`src/rtl/fcp_pkg.sv`:
```
// fcp_pkg: constants, carriers and helpers of the external flag pin control block.
// assumes one clock domain; each instruction cycle is two clock periods.
package fcp_pkg;

	// wishbone register map, byte addresses
	localparam int FCP_ADDR_W = 4;
	localparam logic [FCP_ADDR_W-1:0] FCP_FLAG_IO_OFFSET = 4'h0;
	localparam logic [FCP_ADDR_W-1:0] FCP_STATUS_OFFSET = 4'h4;

	// flag_io_control_register layout, pin n uses base + 4*n
	localparam int FCP_DIR_BIT0 = 1;
	localparam int FCP_OUT_BIT0 = 2;
	localparam int FCP_IN_BIT0 = 3;
	localparam int FCP_PIN_STRIDE = 4;
	localparam logic [7:0] FCP_FLAG_IO_RESET = 8'h00;
	localparam logic [7:0] FCP_FLAG_IO_WR_MASK = 8'h66;
	localparam logic [7:0] FCP_FLAG_IO_RD_MASK = 8'hee;

	// status register layout
	localparam int FCP_ST_BUSY_BIT = 0;
	localparam int FCP_ST_STORE_BIT = 1;
	localparam int FCP_ST_SAMPLE_BIT = 2;

	// pin input synchroniser depth
	localparam int FCP_SYNC_STAGES = 3;

	// interlocked store address width
	localparam int FCP_STORE_ADDR_W = 24;

	// phase counter values: phase_clock_three rise, phase_clock_one fall
	localparam logic FCP_PHASE_THREE = 1'b0;
	localparam logic FCP_PHASE_ONE = 1'b1;

	typedef struct packed {
		logic [1:0] level;
		logic [1:0] oe;
	} fcp_pin_out_t;

	typedef struct packed {
		logic valid;
		logic [FCP_STORE_ADDR_W-1:0] addr;
	} fcp_store_addr_t;

	typedef enum logic [3:0] {
		FCP_IDLE = 4'b0001,
		FCP_DRIVE_LOW = 4'b0010,
		FCP_SAMPLE = 4'b0100,
		FCP_RAISE = 4'b1000
	} fcp_state_t;

	function automatic int fcp_dir_pos(input logic n);
		return FCP_DIR_BIT0 + FCP_PIN_STRIDE * int'(n);
	endfunction : fcp_dir_pos

	function automatic int fcp_out_pos(input logic n);
		return FCP_OUT_BIT0 + FCP_PIN_STRIDE * int'(n);
	endfunction : fcp_out_pos

	function automatic int fcp_in_pos(input logic n);
		return FCP_IN_BIT0 + FCP_PIN_STRIDE * int'(n);
	endfunction : fcp_in_pos

endpackage : fcp_pkg

```
`src/rtl/fcp_sync3.sv`:
```
// fcp_sync3: three-stage synchroniser for asynchronous pin inputs.
// assumes the input may change at any time; output moves only when stages two and three agree.
`timescale 1ns/10ps
module fcp_sync3 #(
	parameter int WIDTH = 2
) (
	input wire logic i_ref_clk,
	input wire logic i_rst,
	input wire logic [WIDTH-1:0] i_async,
	output logic [WIDTH-1:0] o_level
);
	import fcp_pkg::*;

	logic [WIDTH-1:0] s1_reg;
	logic [WIDTH-1:0] s2_reg;
	logic [WIDTH-1:0] s3_reg;
	logic [WIDTH-1:0] level_reg;
	logic [WIDTH-1:0] level_next;

	always_comb
	begin
		level_next = level_reg;
		for (int i = 0; i < WIDTH; i++)
		begin
			// first stage is only read by the second
			if (s2_reg[i] == s3_reg[i])
			begin
				level_next[i] = s3_reg[i];
			end
		end
	end

	always_ff @(posedge i_ref_clk)
	begin
		if (i_rst)
		begin
			s1_reg <= '0;
			s2_reg <= '0;
			s3_reg <= '0;
			level_reg <= '0;
		end
		else
		begin
			s1_reg <= i_async;
			s2_reg <= s1_reg;
			s3_reg <= s2_reg;
			level_reg <= level_next;
		end
	end

	assign o_level = level_reg;

endmodule : fcp_sync3

```
`src/rtl/fcp_flag_ctrl.sv`:
```
// fcp_flag_ctrl: two external flag pins with direction, output and input bits,
// interlocked load/store/signal sequencing and a classic wishbone register slave.
// assumes the cpu pipeline gives one-cycle instruction pulses on i_ref_clk and that
// a pad ring resolves the pin from level and oe.
//
// Register access over Wishbone and the address map were left to the implementer.
`timescale 1ns/10ps

module fcp_flag_ctrl (
	input wire logic i_ref_clk,
	input wire logic i_rst,
	// classic wishbone slave
	input wire logic i_wb_cyc,
	input wire logic i_wb_stb,
	input wire logic i_wb_we,
	input wire logic [fcp_pkg::FCP_ADDR_W-1:0] i_wb_adr,
	input wire logic [3:0] i_wb_sel,
	input wire logic [31:0] i_wb_dat,
	output logic [31:0] o_wb_dat,
	output logic o_wb_ack,
	// cpu pipeline
	input wire logic i_ilock_load,
	input wire logic i_ilock_store,
	input wire logic i_store_stall,
	input wire logic [fcp_pkg::FCP_STORE_ADDR_W-1:0] i_store_addr,
	input wire logic i_ilock_signal,
	output fcp_pkg::fcp_store_addr_t o_store,
	output logic o_ilock_done,
	output logic o_ilock_flag_one,
	output logic o_ilock_busy,
	// flag pins
	input wire logic [1:0] i_flag_pin_n,
	output fcp_pkg::fcp_pin_out_t o_flag_pin_n
);
	import fcp_pkg::*;

	logic phase_reg;
	logic phase_next;
	logic h3_edge;
	logic h1_edge;
	logic [1:0] pin_sync;

	logic [7:0] ctrl_reg;
	logic [7:0] ctrl_next;
	logic [1:0] drive_lvl_reg;
	logic [1:0] drive_lvl_next;
	logic [1:0] drive_en_reg;
	logic [1:0] drive_en_next;

	fcp_state_t state_reg;
	fcp_state_t state_next;
	logic is_signal_reg;
	logic is_signal_next;
	logic done_reg;
	logic done_next;
	logic sample_reg;
	logic sample_next;

	logic store_req_reg;
	logic store_req_next;
	logic addr_wait_reg;
	logic addr_wait_next;
	logic [FCP_STORE_ADDR_W-1:0] addr_hold_reg;
	logic [FCP_STORE_ADDR_W-1:0] addr_hold_next;
	fcp_store_addr_t store_reg;
	fcp_store_addr_t store_next;

	logic ack_reg;
	logic ack_next;
	logic [31:0] rdata_reg;
	logic [31:0] rdata_next;
	logic wb_req;
	logic wr_ctrl;

	fcp_sync3 #(
		.WIDTH(2)
	) u_pin_sync (
		.i_ref_clk(i_ref_clk),
		.i_rst(i_rst),
		.i_async(i_flag_pin_n),
		.o_level(pin_sync)
	);

	// two clocks per instruction cycle: one phase three rise, one phase one fall
	always_comb
	begin
		phase_next = ~phase_reg;
		h3_edge = (phase_reg == FCP_PHASE_THREE);
		h1_edge = (phase_reg == FCP_PHASE_ONE);
	end

	always_ff @(posedge i_ref_clk)
	begin
		if (i_rst)
		begin
			phase_reg <= FCP_PHASE_THREE;
		end
		else
		begin
			phase_reg <= phase_next;
		end
	end

	// wishbone decode; answer one cycle after the request
	// a write lands at the edge where the master samples ack, while it still holds the request
	always_comb
	begin
		wb_req = i_wb_cyc & i_wb_stb & ~ack_reg;
		wr_ctrl = i_wb_cyc & i_wb_stb & ack_reg & i_wb_we & i_wb_sel[0]
			& (i_wb_adr == FCP_FLAG_IO_OFFSET);
		ack_next = wb_req;
		rdata_next = rdata_reg;
		if (wb_req & ~i_wb_we)
		begin
			rdata_next = 32'h0000_0000;
			if (i_wb_adr == FCP_FLAG_IO_OFFSET)
			begin
				rdata_next[7:0] = ctrl_reg & FCP_FLAG_IO_RD_MASK;
			end
			else if (i_wb_adr == FCP_STATUS_OFFSET)
			begin
				rdata_next[FCP_ST_BUSY_BIT] = (state_reg != FCP_IDLE);
				rdata_next[FCP_ST_STORE_BIT] = store_req_reg | addr_wait_reg;
				rdata_next[FCP_ST_SAMPLE_BIT] = sample_reg;
			end
		end
	end

	always_ff @(posedge i_ref_clk)
	begin
		if (i_rst)
		begin
			ack_reg <= 1'b0;
			rdata_reg <= 32'h0000_0000;
		end
		else
		begin
			ack_reg <= ack_next;
			rdata_reg <= rdata_next;
		end
	end

	// load / signal interlock sequencer
	always_comb
	begin
		state_next = state_reg;
		is_signal_next = is_signal_reg;
		done_next = 1'b0;
		sample_next = sample_reg;
		case (state_reg)
			FCP_IDLE:
			begin
				if (i_ilock_load | i_ilock_signal)
				begin
					state_next = FCP_DRIVE_LOW;
					is_signal_next = i_ilock_signal;
				end
			end
			FCP_DRIVE_LOW:
			begin
				if (h3_edge)
				begin
					state_next = FCP_SAMPLE;
				end
			end
			FCP_SAMPLE:
			begin
				if (h1_edge)
				begin
					sample_next = pin_sync[1];
					state_next = is_signal_reg ? FCP_RAISE : FCP_IDLE;
					done_next = ~is_signal_reg;
				end
			end
			FCP_RAISE:
			begin
				if (h3_edge)
				begin
					state_next = FCP_IDLE;
					done_next = 1'b1;
				end
			end
			default:
			begin
				state_next = FCP_IDLE;
			end
		endcase
	end

	always_ff @(posedge i_ref_clk)
	begin
		if (i_rst)
		begin
			state_reg <= FCP_IDLE;
			is_signal_reg <= 1'b0;
			done_reg <= 1'b0;
			sample_reg <= 1'b0;
		end
		else
		begin
			state_reg <= state_next;
			is_signal_reg <= is_signal_next;
			done_reg <= done_next;
			sample_reg <= sample_next;
		end
	end

	// interlocked store: flag high at execute start, address waits out a stall
	always_comb
	begin
		store_req_next = store_req_reg | i_ilock_store;
		addr_wait_next = addr_wait_reg;
		addr_hold_next = i_ilock_store ? i_store_addr : addr_hold_reg;
		store_next = '0;
		store_next.addr = store_reg.addr;
		if (h3_edge & (store_req_reg | addr_wait_reg))
		begin
			store_req_next = i_ilock_store;
			if (~i_store_stall)
			begin
				store_next.valid = 1'b1;
				store_next.addr = addr_hold_reg;
				addr_wait_next = 1'b0;
			end
			else
			begin
				addr_wait_next = 1'b1;
			end
		end
	end

	always_ff @(posedge i_ref_clk)
	begin
		if (i_rst)
		begin
			store_req_reg <= 1'b0;
			addr_wait_reg <= 1'b0;
			addr_hold_reg <= '0;
			store_reg <= '0;
		end
		else
		begin
			store_req_reg <= store_req_next;
			addr_wait_reg <= addr_wait_next;
			addr_hold_reg <= addr_hold_next;
			store_reg <= store_next;
		end
	end

	// control register and pin drivers; instruction effects win over a software write
	always_comb
	begin
		ctrl_next = ctrl_reg;
		drive_lvl_next = drive_lvl_reg;
		drive_en_next = drive_en_reg;
		if (wr_ctrl)
		begin
			ctrl_next = (ctrl_reg & ~FCP_FLAG_IO_WR_MASK) | (i_wb_dat[7:0] & FCP_FLAG_IO_WR_MASK);
		end
		for (int n = 0; n < 2; n++)
		begin
			// an input pin is captured once its driver has been released; pin one is also captured in FCP_SAMPLE, driver or not
			if (h1_edge & ~drive_en_reg[n])
			begin
				ctrl_next[fcp_in_pos(n[0])] = pin_sync[n];
			end
		end
		if (state_reg == FCP_SAMPLE && h1_edge)
		begin
			ctrl_next[fcp_in_pos(1'b1)] = pin_sync[1];
		end
		if (h3_edge)
		begin
			if (state_reg == FCP_DRIVE_LOW)
			begin
				ctrl_next[fcp_out_pos(1'b0)] = 1'b0;
			end
			if (state_reg == FCP_RAISE || store_req_reg)
			begin
				ctrl_next[fcp_out_pos(1'b0)] = 1'b1;
			end
		end
		ctrl_next = ctrl_next & FCP_FLAG_IO_RD_MASK;
		if (h3_edge)
		begin
			for (int n = 0; n < 2; n++)
			begin
				// pins change only at the phase three edge, from the register view
				drive_lvl_next[n] = ctrl_next[fcp_out_pos(n[0])];
				drive_en_next[n] = ctrl_next[fcp_dir_pos(n[0])];
			end
		end
	end

	always_ff @(posedge i_ref_clk)
	begin
		if (i_rst)
		begin
			ctrl_reg <= FCP_FLAG_IO_RESET;
			drive_lvl_reg <= 2'h0;
			drive_en_reg <= 2'h0;
		end
		else
		begin
			ctrl_reg <= ctrl_next;
			drive_lvl_reg <= drive_lvl_next;
			drive_en_reg <= drive_en_next;
		end
	end

	// reset gates the enables directly, so the pins float without waiting for an edge
	always_comb
	begin
		o_flag_pin_n.level = drive_lvl_reg;
		o_flag_pin_n.oe = drive_en_reg & {2{~i_rst}};
	end

	assign o_wb_ack = ack_reg;
	assign o_wb_dat = rdata_reg;
	assign o_store = store_reg;
	assign o_ilock_done = done_reg;
	assign o_ilock_flag_one = sample_reg;
	assign o_ilock_busy = (state_reg != FCP_IDLE);

endmodule : fcp_flag_ctrl

```
`config.mk`:
```
export PLATFORM = sky130hd
export DESIGN_NAME = fcp_flag_ctrl
export DESIGN_NICKNAME = d
export VERILOG_FILES = /design/src/rtl/fcp_pkg.sv /design/src/rtl/fcp_sync3.sv /design/src/rtl/fcp_flag_ctrl.sv
export SDC_FILE = /design/constraint.sdc
export NUM_CORES = 1
export LEC_CHECK = 0
export ABC_AREA = 1
export BUFFER_PORTS_ARGS = -buffer_cell sky130_fd_sc_hd__buf_2
export CORE_ASPECT_RATIO = 1.4
export CORE_MARGIN = 2
export CORE_UTILIZATION = 47
export CTS_CLUSTER_DIAMETER = 60
export CTS_CLUSTER_SIZE = 14
export DETAILED_ROUTE_END_ITERATION = 10
export PLACE_DENSITY = 0.89
export SLEW_MARGIN = 30
export SYNTH_ARGS = -nofsm -noshare
export SYNTH_HDL_FRONTEND = slang
export SYNTH_SLANG_ARGS = --single-unit
```
`constraint.sdc`:
```
create_clock -name i_ref_clk -period 1.61 [get_ports i_ref_clk]
set_input_delay 0.2415 -clock i_ref_clk [delete_from_list [all_inputs] [get_ports i_ref_clk]]
set_output_delay 0.2415 -clock i_ref_clk [all_outputs]
set_load 0.05 [all_outputs]
```
Word-level counts from Yosys, hierarchy flattened
Cells that the tools add are included.
- multiplexer cells: 22
- equal/unequal tests: 12
- bitwise logic cells: 24
- reduce and logical (&&, ||, !) cells: 10
- operator list (operator ; number):
    25-bit 2-to-1 mux ; 1
    4-bit 2-to-1 mux ; 5
    4-bit one-hot mux with 4 select lines ; 1
    1-bit AND ; 10
    1-bit 2-to-1 mux ; 10
    1-bit NOT ; 9
    4-bit by 3-bit == test with 1-bit output, second input constant ; 2
    8-bit 2-to-1 mux ; 1
    2-bit != test, second input constant ; 4
    8-bit by 7-bit OR with 8-bit output ; 1
    3-bit 2-to-1 mux ; 2
    2-bit AND reduction ; 3
    5-bit 2-to-1 mux ; 1
    4-bit by 1-bit == test with 1-bit output, second input constant ; 1
    4-bit by 2-bit == test with 1-bit output, second input constant ; 1
    4-bit == test, second input constant ; 1
    4-bit zero test ; 1
    4-bit by 1-bit != test with 1-bit output, second input constant ; 1
    4-bit AND reduction ; 1
    1-bit OR ; 3
    3-bit nonzero test ; 1
    2-bit AND ; 1
    1-bit == test ; 2
    1-bit one-hot mux with 2 select lines ; 1
    other kinds (4) ; 4
- word-level logic and storage cells: 91
- output and inout bits: 65
- input bits: 75
- bits in registers: 88

Longest topological paths before layout
Gate-level depths: netlist of the first run.
- depth in word-level cells: 9
- gate-level depth with buffers: 9
- depth with buffers taken out: 9

Hierarchy
From an unflattened synthesis of the first run, not the netlist that was laid out.
- cells, all modules: 416
- area total of the unflattened synthesis: 3493.4 um^2
- by module, submodules not included (module ; seq. area each (um^2) ; area an instance (um^2) ; times used ; cells each):
    fcp_flag_ctrl ; 1541.5 ; 3256.9 ; 1 ; 389
    fcp_sync3 ; 160.2 ; 236.5 ; 1 ; 27

Least setup slack after synthesis of the first run
Ideal clock, no wire load.
- kind: input port to output port
- start: input i_rst
- end: output o_flag_pin_n[0] in the netlist's numbering
- stages on the path: 3
- arrival time: 1307 ps
- data required time: 1368 ps
- path buffers: 2
- setup slack: 62 ps
- cells stage by stage: clkbuf_1 -> buf_1 -> nor2_1
- RTL lines (item ; RTL line ; source):
    from (decl) ; fcp_flag_ctrl.sv:11 ; input wire logic i_rst,
    to (decl) ; fcp_flag_ctrl.sv:33 ; output fcp_pkg::fcp_pin_out_t o_flag_pin_n

Worst setup path in the final report of the first run
- start: register state_reg[1]
- end: output o_ilock_busy
- longest elaborated chain between the ends: 1
- ends and longest elaborated chain (item ; RTL line ; source):
    from (decl) ; fcp_flag_ctrl.sv:50 ; fcp_state_t state_reg;
    from (signal assigned) ; fcp_flag_ctrl.sv:201 ; state_reg <= state_next;
    4-bit by 1-bit != test with 1-bit output ; fcp_flag_ctrl.sv:323 ; assign o_ilock_busy = (state_reg != FCP_IDLE);
    to (decl) ; fcp_flag_ctrl.sv:30 ; output logic o_ilock_busy,
No other way between the ends.

==> results.json, run 1 <==
{
  "outcome": "finished, final reports clean",
  "route.detailed.drc": 0,
  "die_h_um": 104,
  "cp.required_ps": 1370,
  "cts_tree": "yes",
  "r2r_end": "o_store[3]",
  "p_leak_nw": 1.88,
  "clk_pin_slew_worst_paths_ps": 80,
  "ys_warn_count": 0,
  "layout_common_cells": "dfxtp_1 (85), buf_2 (83), inv_1 (53), nand2_1 (50), a21oi_1 (38)",
  "cts.sinks": 85,
  "routedWlPerCell_um": 11.5,
  "clock_path_buffers": 2,
  "crit_path_start": "state_reg[1]",
  "antenna_found_initial": 0,
  "io_pins": 140,
  "critPathMaxFanout": 5,
  "die_x_um": 75.2,
  "max_cap_violations": 0,
  "gp_congestion": 0.797,
  "via_per_inst": 4.79,
  "start_util_pct": 48.1,
  "slew_violations": 0,
  "regToRegSetupSlack_ps": 210,
  "r2r-start": "h1_edge",
  "synth_cell_type_count": 24,
  "switchingPower_mw": 1.27,
  "antenna_left": 0,
  "synthTopCellsByArea": "dfxtp_1 (51%), inv_1 (6.0%), a21oi_1 (5.7%), buf_4 (5.6%), nand2_1 (5.6%)",
  "cts_hold_buf": 0,
  "grt_use_met2_pct": 30.6,
  "grt_max_degree": 48,
  "row_count": 36,
  "largest_register_ffs": 25,
  "final.setup.tns_ps": 0,
  "timing.final.ws_setup_ps": 126,
  "syn_area_um2": 3340,
  "sequentialPowerShare_pct": 51.0,
  "htreeDepth": 3,
  "reg2reg_depth": 6,
  "period_share_pct": 92.2,
  "coreArea_um2": 6940,
  "powerDensity_nw_per_um2": 1100,
  "grt_pass1_vias": 2637,
  "dp_slack_ps": 204,
  "n_fill_cell": 618,
  "synth-seq-cells": 85,
  "clock_latency_ps": 350,
  "grt_pass1_wl_mm": 11.1,
  "numCtsBuffers": 9,
  "ys_seq_area_share_pct": 51.0,
  "crit_arrival_ps": 1240,
  "min_period_ps": 1480,
  "syn_avg_cell_area_um2": 8.11,
  "ir_worst_vdd_v": 0.000729,
  "drive_gt1_share_pct": 26.6,
  "final_common_cell": "dfxtp_1",
  "crit_path_start_kind": "register",
  "intPower_mw": 3.12,
  "worstSetupEndpointType": "output pin",
  "synth_top_area_share_pct": 51.0,
  "hpwl_mm": 4.96,
  "track_usage_pct": 18.1,
  "crit_end": "o_ilock_busy",
  "fmax_mhz": 674,
  "grt_overflow": 0,
  "grtUsageMet1_pct": 20.1,
  "skew_ps": 9.48,
  "critPathKind": "register to output pin",
  "dieArea_um2": 7810,
  "netlist_instances": 412,
  "power_frac_clock_pct": 34.9,
  "ctsRootBufferMaster": "clkbuf_8",
  "drt_iter0_markers": 189,
  "pwr-share-comb_pct": 14.1,
  "num_vias": 2850,
  "use_met3_pct": 6.03,
  "post_cts_buffers": 0,
  "top_usage_layer": "met2",
  "hold-path-cell-count": 3,
  "dr.pass1.iters": 4,
  "report.final.setup_viol": 0,
  "hp-class": "primary input to register",
  "diodes": 0,
  "nets": 570,
  "cts_resized": 0,
  "io_buffers": 83,
  "routed_wl_mm": 6.83,
  "switching_share_pct": 28.9,
  "rsz0062_at_grt": "false",
  "synth_top_cell_by_area": "dfxtp_1",
  "area_growth_syn_to_layout_pct": 19.1,
  "hold_viol": 0
}
[power by group through the flow]
stage | Clock (mW) | Sequential [mW] | Combinational, mW
global placement | 0 | 2.28 | 0.603
CTS | 1.58 | 2.24 | 0.621
global route | 1.65 | 2.25 | 0.678
floorplan | 0 | 2.35 | 0.450
finish | 1.53 | 2.24 | 0.618
detailed placement | 0 | 2.29 | 0.616
[how the worst min path moves through the flow]
stage	from	slack, ps	end
after CTS	i_flag_pin_n[0]	90	u_pin_sync.s1_reg[0]
after floorplan	i_rst	330	h1_edge
after global routing	i_flag_pin_n[0]	90	u_pin_sync.s1_reg[0]
after detailed placement	u_pin_sync.s1_reg[1]	400	u_pin_sync.s2_reg[1]
after global placement	u_pin_sync.s1_reg[0]	390	u_pin_sync.s2_reg[0]
final	i_flag_pin_n[0]	100	u_pin_sync.s1_reg[0]
[critical path: stages (launching register included)]
cell and delay [ps]:
dfxtp_1 410, nor2_1 70, nand2_1 130, buf_2 290
[final cells by class]
type                    count  area (um^2)  area share (%)
inverters                  55          211            5.31
well taps                  95          119            2.99
clock inverters             6         71.3            1.79
repair buffers             92          508            12.8
clock buffers              10          138            3.46
flip-flops and latches     85         1700            42.8
multi-input cells         252         1230            30.9
[Yosys cell counts]
| cell type | n |
|---|---|
| buf_1 | 2 |
| nand3b_1 | 1 |
| nor3_1 | 1 |
| or2_1 | 1 |
| a31oi_1 | 2 |
| nor2_1 | 33 |
| conb_1 | 1 |
| buf_4 | 25 |
| or2_4 | 1 |
| buf_6 | 4 |
| o21ai_0 | 34 |
| a211oi_1 | 2 |
| or2_2 | 1 |
| nand4_1 | 3 |
| o21ai_2 | 21 |
| dfxtp_1 | 85 |
| nand3_1 | 37 |
| o22ai_1 | 2 |
| a21oi_1 | 38 |
| inv_1 | 53 |
| clkinv_1 | 1 |
| nand2_1 | 50 |
| clkbuf_1 | 13 |
| clkinv_4 | 1 |
[cells by family after synthesis]
family          after synthesis  share of synthesized area [%]
compound gates               99                           17.5
buf+inv                      99                           15.0
simple gates                128                           16.4
flops                        85                           51.0
other cells                   1                          0.112
[stage by stage]
stage	hold WS, ps	area [um^2]	total power, mW	util (%)	cells
2_1_floorplan	331	3430	2.80	-	436
3_3_place_gp	391	3770	2.88	54.3	579
3_5_place_dp	401	3770	2.90	54.3	579
4_1_cts	87.8	3980	4.44	57.3	595
5_1_grt	93.5	3980	4.57	57.4	595
6_report	99.3	3980	4.39	57.4	595
[per-layer routing]
metal,up-vias,wire length (um)
li1,1451,-
met2,112,3520
met5,-,0
met1,1279,2750
met3,8,468
met4,0,87
(Power assumes the default switching activity.)
==> inputs of run 2 (changes only) <==
==> constraint.sdc (replaced) <==
create_clock -name i_ref_clk -period 1.6 [get_ports i_ref_clk]
set_input_delay 0.24 -clock i_ref_clk [delete_from_list [all_inputs] [get_ports i_ref_clk]]
set_output_delay 0.24 -clock i_ref_clk [all_outputs]
set_load 0.05 [all_outputs]
==> results.json, run 2 (synthesis results as in run 1) <==
{
  "critPathMaxFanout": 5,
  "cts_resized": 0,
  "start_util_pct": 48.1,
  "critPathKind": "register to output pin",
  "dieArea_um2": 7810,
  "drt_iter0_markers": 156,
  "met3WireLength_um": 475,
  "cts.sinks": 85,
  "numCtsBuffers": 9,
  "routedWlPerCell_um": 11.5,
  "antenna_left": 0,
  "crit_path_start_kind": "register",
  "ctsRootBufferMaster": "clkbuf_8",
  "io_buffers": 83,
  "cts_tree": "yes",
  "routed_wl_mm": 6.84,
  "reg2reg_depth": 5,
  "hold-path-cell-count": 3,
  "row_count": 36,
  "diodes": 0,
  "nets": 571,
  "clock_latency_ps": 360,
  "max_cap_violations": 0,
  "io_pins": 140,
  "hp-class": "primary input to register",
  "die_x_um": 75.2,
  "fmax_mhz": 659,
  "gp_congestion": 0.811,
  "track_usage_pct": 18.4,
  "slew_violations": 0,
  "routed.top_layer": "met4",
  "final_common_cell": "dfxtp_1",
  "die_h_um": 104,
  "ir_worst_vdd_v": 0.000636,
  "r2r-start": "o_wb_ack",
  "route.detailed.drc": 0,
  "n_fill_cell": 624,
  "coreArea_um2": 6940,
  "drive_gt1_share_pct": 26.7,
  "min_period_ps": 1520,
  "clock_path_buffers": 2,
  "cts_hold_buf": 0,
  "cp.required_ps": 1360,
  "grt_pass1_vias": 2718,
  "worstSetupEndpointType": "output pin",
  "post_cts_buffers": 0,
  "clk_pin_slew_worst_paths_ps": 80,
  "fin_util_pct": 57.3,
  "layout_common_cells": "dfxtp_1 (85), buf_2 (83), inv_1 (53), nand2_1 (50), a21oi_1 (38)",
  "antenna_found_initial": 0,
  "grt_max_degree": 48,
  "area_growth_syn_to_layout_pct": 19.1,
  "skew_ps": 8.30,
  "rsz0062_at_grt": "false",
  "largest_register_ffs": 25,
  "hpwl_mm": 4.99,
  "hold_viol": 0,
  "r2r_end": "drive_lvl_reg[1]",
  "p_leak_nw": 1.90,
  "dr.pass1.iters": 4,
  "report.final.setup_viol": 0,
  "wl_met1_mm": 2.74,
  "regToRegSetupSlack_ps": 210,
  "htreeDepth": 3,
  "outcome": "finished, final reports clean",
  "period_share_pct": 94.8,
  "crit_arrival_ps": 1280,
  "grt_pass1_wl_mm": 11.2,
  "final.setup.tns_ps": 0,
  "num_vias": 2825,
  "via_per_inst": 4.74,
  "min_to": "u_pin_sync.s1_reg[1]",
  "grt_overflow": 0,
  "met2_length_mm": 3.49,
  "hp-start": "i_flag_pin_n[1]",
  "powerDensity_nw_per_um2": 1100
}
==> run 2: layout make-up <==
cell class / count / area (um^2) / share of cell area [%]
Sequential cell: 85 / 1700 / 42.8
Clock inverter: 6 / 62.6 / 1.57
Inverter: 55 / 211 / 5.32
Multi-Input combinational cell: 252 / 1230 / 30.9
Timing Repair Buffer: 93 / 515 / 13.0
Tap cell: 95 / 119 / 2.99
Clock buffer: 10 / 138 / 3.46
==> run 2: through the flow <==
stage	setup slack [ps]	total power, mW	area [um^2]	instances	hold WS, ps
floorplan	54.7	2.82	3430	436	329
global placement	243	2.90	3770	580	392
detailed placement	213	2.92	3770	580	404
CTS	15.3	4.43	3980	596	75.1
global route	18.1	4.57	3980	596	87.1
finish	82.4	4.38	3980	596	92.1
==> run 2: worst max-delay path by stage <==
stage	from	end	slack, ps	cells past startpoint
2_1_floorplan	i_rst	o_flag_pin_n[0]	50	3
3_3_place_gp	i_wb_adr[3]	drive_lvl_reg[1]	240	7
3_5_place_dp	o_wb_ack	drive_lvl_reg[1]	210	5
4_1_cts	state_reg[3]	o_ilock_busy	20	3
5_1_grt	state_reg[1]	o_ilock_busy	20	3
6_report	state_reg[1]	o_ilock_busy	80	3
==> run 2: report_power, final <==
group	leakage (nW)	switching (mW)	internal, mW	total, mW
logic	1.09	0.465	0.159	0.624
clock network	0.106	0.745	0.760	1.51
registers	0.696	0.0443	2.21	2.25
==> run 2: layer usage <==
metal	vias to the layer above	global-route usage (%)
met5	-	0
met4	0	8.02
met3	15	6.52
met2	101	31.6
met1	1259	19.8
li1	1450	-
==> run 2: critical path, stage by stage, from the launching register on <==
cell,delay (ps)
dfxtp_1,420
nor2_1,70
nand2_1,140
buf_2,290
==> inputs of run 3 (changes only) <==
--- a/config.mk
+++ b/config.mk
@@ -7,7 +7,6 @@
 export LEC_CHECK = 0
 export ABC_AREA = 1
 export BUFFER_PORTS_ARGS = -buffer_cell sky130_fd_sc_hd__buf_2
-export CORE_ASPECT_RATIO = 1.4
 export CORE_MARGIN = 2
 export CORE_UTILIZATION = 47
 export CTS_CLUSTER_DIAMETER = 60
==> results.json, run 3 (synthesis results as in run 1) <==
{
  "num_vias": 2832,
  "nets": 571,
  "die_h_um": 88.3,
  "skew_ps": 7.13,
  "switching_share_pct": 28.8,
  "sequentialPowerShare_pct": 53.2,
  "max_cap_violations": 0,
  "dr.pass1.iters": 4,
  "ctsRootBufferMaster": "clkbuf_8",
  "dp.cells": 581,
  "ir_worst_vdd_v": 0.000734,
  "clock_path_buffers": 2,
  "crit_path_max_incr_delay_ps": 410,
  "dieArea_um2": 7800,
  "final_common_cell": "dfxtp_1",
  "r2r_end": "o_store[8]",
  "reg2reg_depth": 6,
  "switchingPower_mw": 1.22,
  "n_fill_cell": 628,
  "crit_arrival_ps": 1270,
  "min_to": "u_pin_sync.s1_reg[0]",
  "antenna_left": 0,
  "via_per_inst": 4.74,
  "post_cts_buffers": 0,
  "row_count": 30,
  "gp_congestion": 0.802,
  "hp-class": "primary input to register",
  "routed_wl_mm": 6.73,
  "report.final.setup_viol": 0,
  "fin_util_pct": 57.7,
  "critPathMaxFanout": 5,
  "worstSetupEndpointType": "output pin",
  "grt_pass1_vias": 2633,
  "hold-path-cell-count": 3,
  "crit_path_start_kind": "register",
  "route.detailed.drc": 0,
  "pwr-share-comb_pct": 14.6,
  "slew_violations": 0,
  "outcome": "finished, final reports clean",
  "final.setup.tns_ps": 0,
  "drive_gt1_share_pct": 26.3,
  "worst_path_dominant_cell_family": "flip-flops",
  "largest_register_ffs": 25,
  "crit_path_start": "state_reg[1]",
  "period_share_pct": 94.5,
  "stdcell_count": 597,
  "layout_common_cells": "dfxtp_1 (85), buf_2 (83), inv_1 (53), nand2_1 (50), a21oi_1 (38)",
  "hp-start": "i_flag_pin_n[0]",
  "area_growth_syn_to_layout_pct": 18.1,
  "grt_max_degree": 54,
  "hold_viol": 0,
  "routedWlPerCell_um": 11.3,
  "io_pins": 140,
  "postPlaceCellArea_um2": 3760,
  "cts_tree": "yes",
  "min_period_ps": 1510,
  "hpwl_mm": 4.84,
  "htreeDepth": 3,
  "diodes": 0,
  "critPathKind": "register to output pin",
  "track_usage_pct": 17.7,
  "powerDensity_nw_per_um2": 1070,
  "cts.sinks": 85,
  "grt_overflow": 0,
  "grt_pass1_wl_mm": 10.9,
  "crit_path_cell_trace": "nor2_1, nand2_1, buf_2",
  "coreArea_um2": 6830,
  "cp_slowest_cell": "dfxtp_1",
  "cp.depth": 3,
  "rsz0062_at_grt": "false",
  "r2r-start": "h1_edge",
  "power_frac_clock_pct": 32.2,
  "die_x_um": 88.3,
  "drt_iter0_markers": 110,
  "io_buffers": 83,
  "start_util_pct": 48.9,
  "regToRegSetupSlack_ps": 220,
  "fmax_mhz": 662,
  "clock_latency_ps": 340,
  "intPower_mw": 3.01,
  "antenna_found_initial": 0,
  "numCtsBuffers": 9,
  "design_area_um2": 3950,
  "cp.required_ps": 1360,
  "worstPathBufferInverterCount": 1,
  "clk_pin_slew_worst_paths_ps": 80,
  "p_leak_nw": 1.87
}
-- run 3: cell count changes in the layout (fill, tap and decap cells not counted), sizes merged --
cell	change
bufinv	-1
clkinv	-4
clkbuf	+3
clkinvlp	+2
-- run 3: through the flow --
step / hold WS [ps] / power [mW] / worst slack (ps)
floorplan: 329 / 2.82 / 54.7
global placement: 390 / 2.90 / 258
detailed placement: 400 / 2.92 / 212
CTS: 87.5 / 4.27 / 45.6
global route: 106 / 4.42 / 12.4
finish: 103 / 4.23 / 88.8
-- run 3: worst reg2reg max path, stage by stage, from the launching register on --
cell	delay [ps]
dfxtp_1	350
clkinv_4	80
o21ai_2	60
or2_1	210
or2_4	320
buf_4	200
o21ai_2	110
-- run 3: power by group through the flow --
stage	sequential (mW)	combinational, mW	clock, mW
after CTS	2.25	0.620	1.40
after detailed placement	2.30	0.619	0
after global placement	2.30	0.603	0
final	2.25	0.618	1.36
after floorplan	2.37	0.453	0
after global routing	2.26	0.681	1.47
-- run 3: cell type report --
cell class	count	area [um^2]	share of cell area, %
Inverter	55	211	5.36
Timing Repair Buffer	93	503	12.7
Multi-Input combinational cell	252	1230	31.2
Tap cell	96	120	3.04
Clock buffer	13	159	4.03
Clock inverter	3	20.0	0.507
Sequential cell	85	1700	43.1
-- run 3: worst max path at each step --
| stage | to | slack [ps] |
|---|---|---|
| 2_1_floorplan | o_flag_pin_n[0] | 50 |
| 3_3_place_gp | o_store[10] | 260 |
| 3_5_place_dp | o_store[8] | 210 |
| 4_1_cts | o_ilock_busy | 50 |
| 5_1_grt | o_ilock_busy | 10 |
| 6_report | o_ilock_busy | 90 |
-- run 3: repair_timing --
item                                    in CTS  in global routing
hold buffers                                 0                  0
endpoints found under the setup margin       0                  1
gates resized for setup                      0                  1
-- run 3: layer usage --
| layer | vias to the layer above | track usage, % | part of all wire (%) |
|---|---|---|---|
| met5 | - | 0 | 0 |
| met4 | 0 | 6.06 | 0.83 |
| met3 | 6 | 6.34 | 8.6 |
| met2 | 104 | 32.1 | 50 |
| met1 | 1275 | 19.1 | 41 |
| li1 | 1447 | - | - |
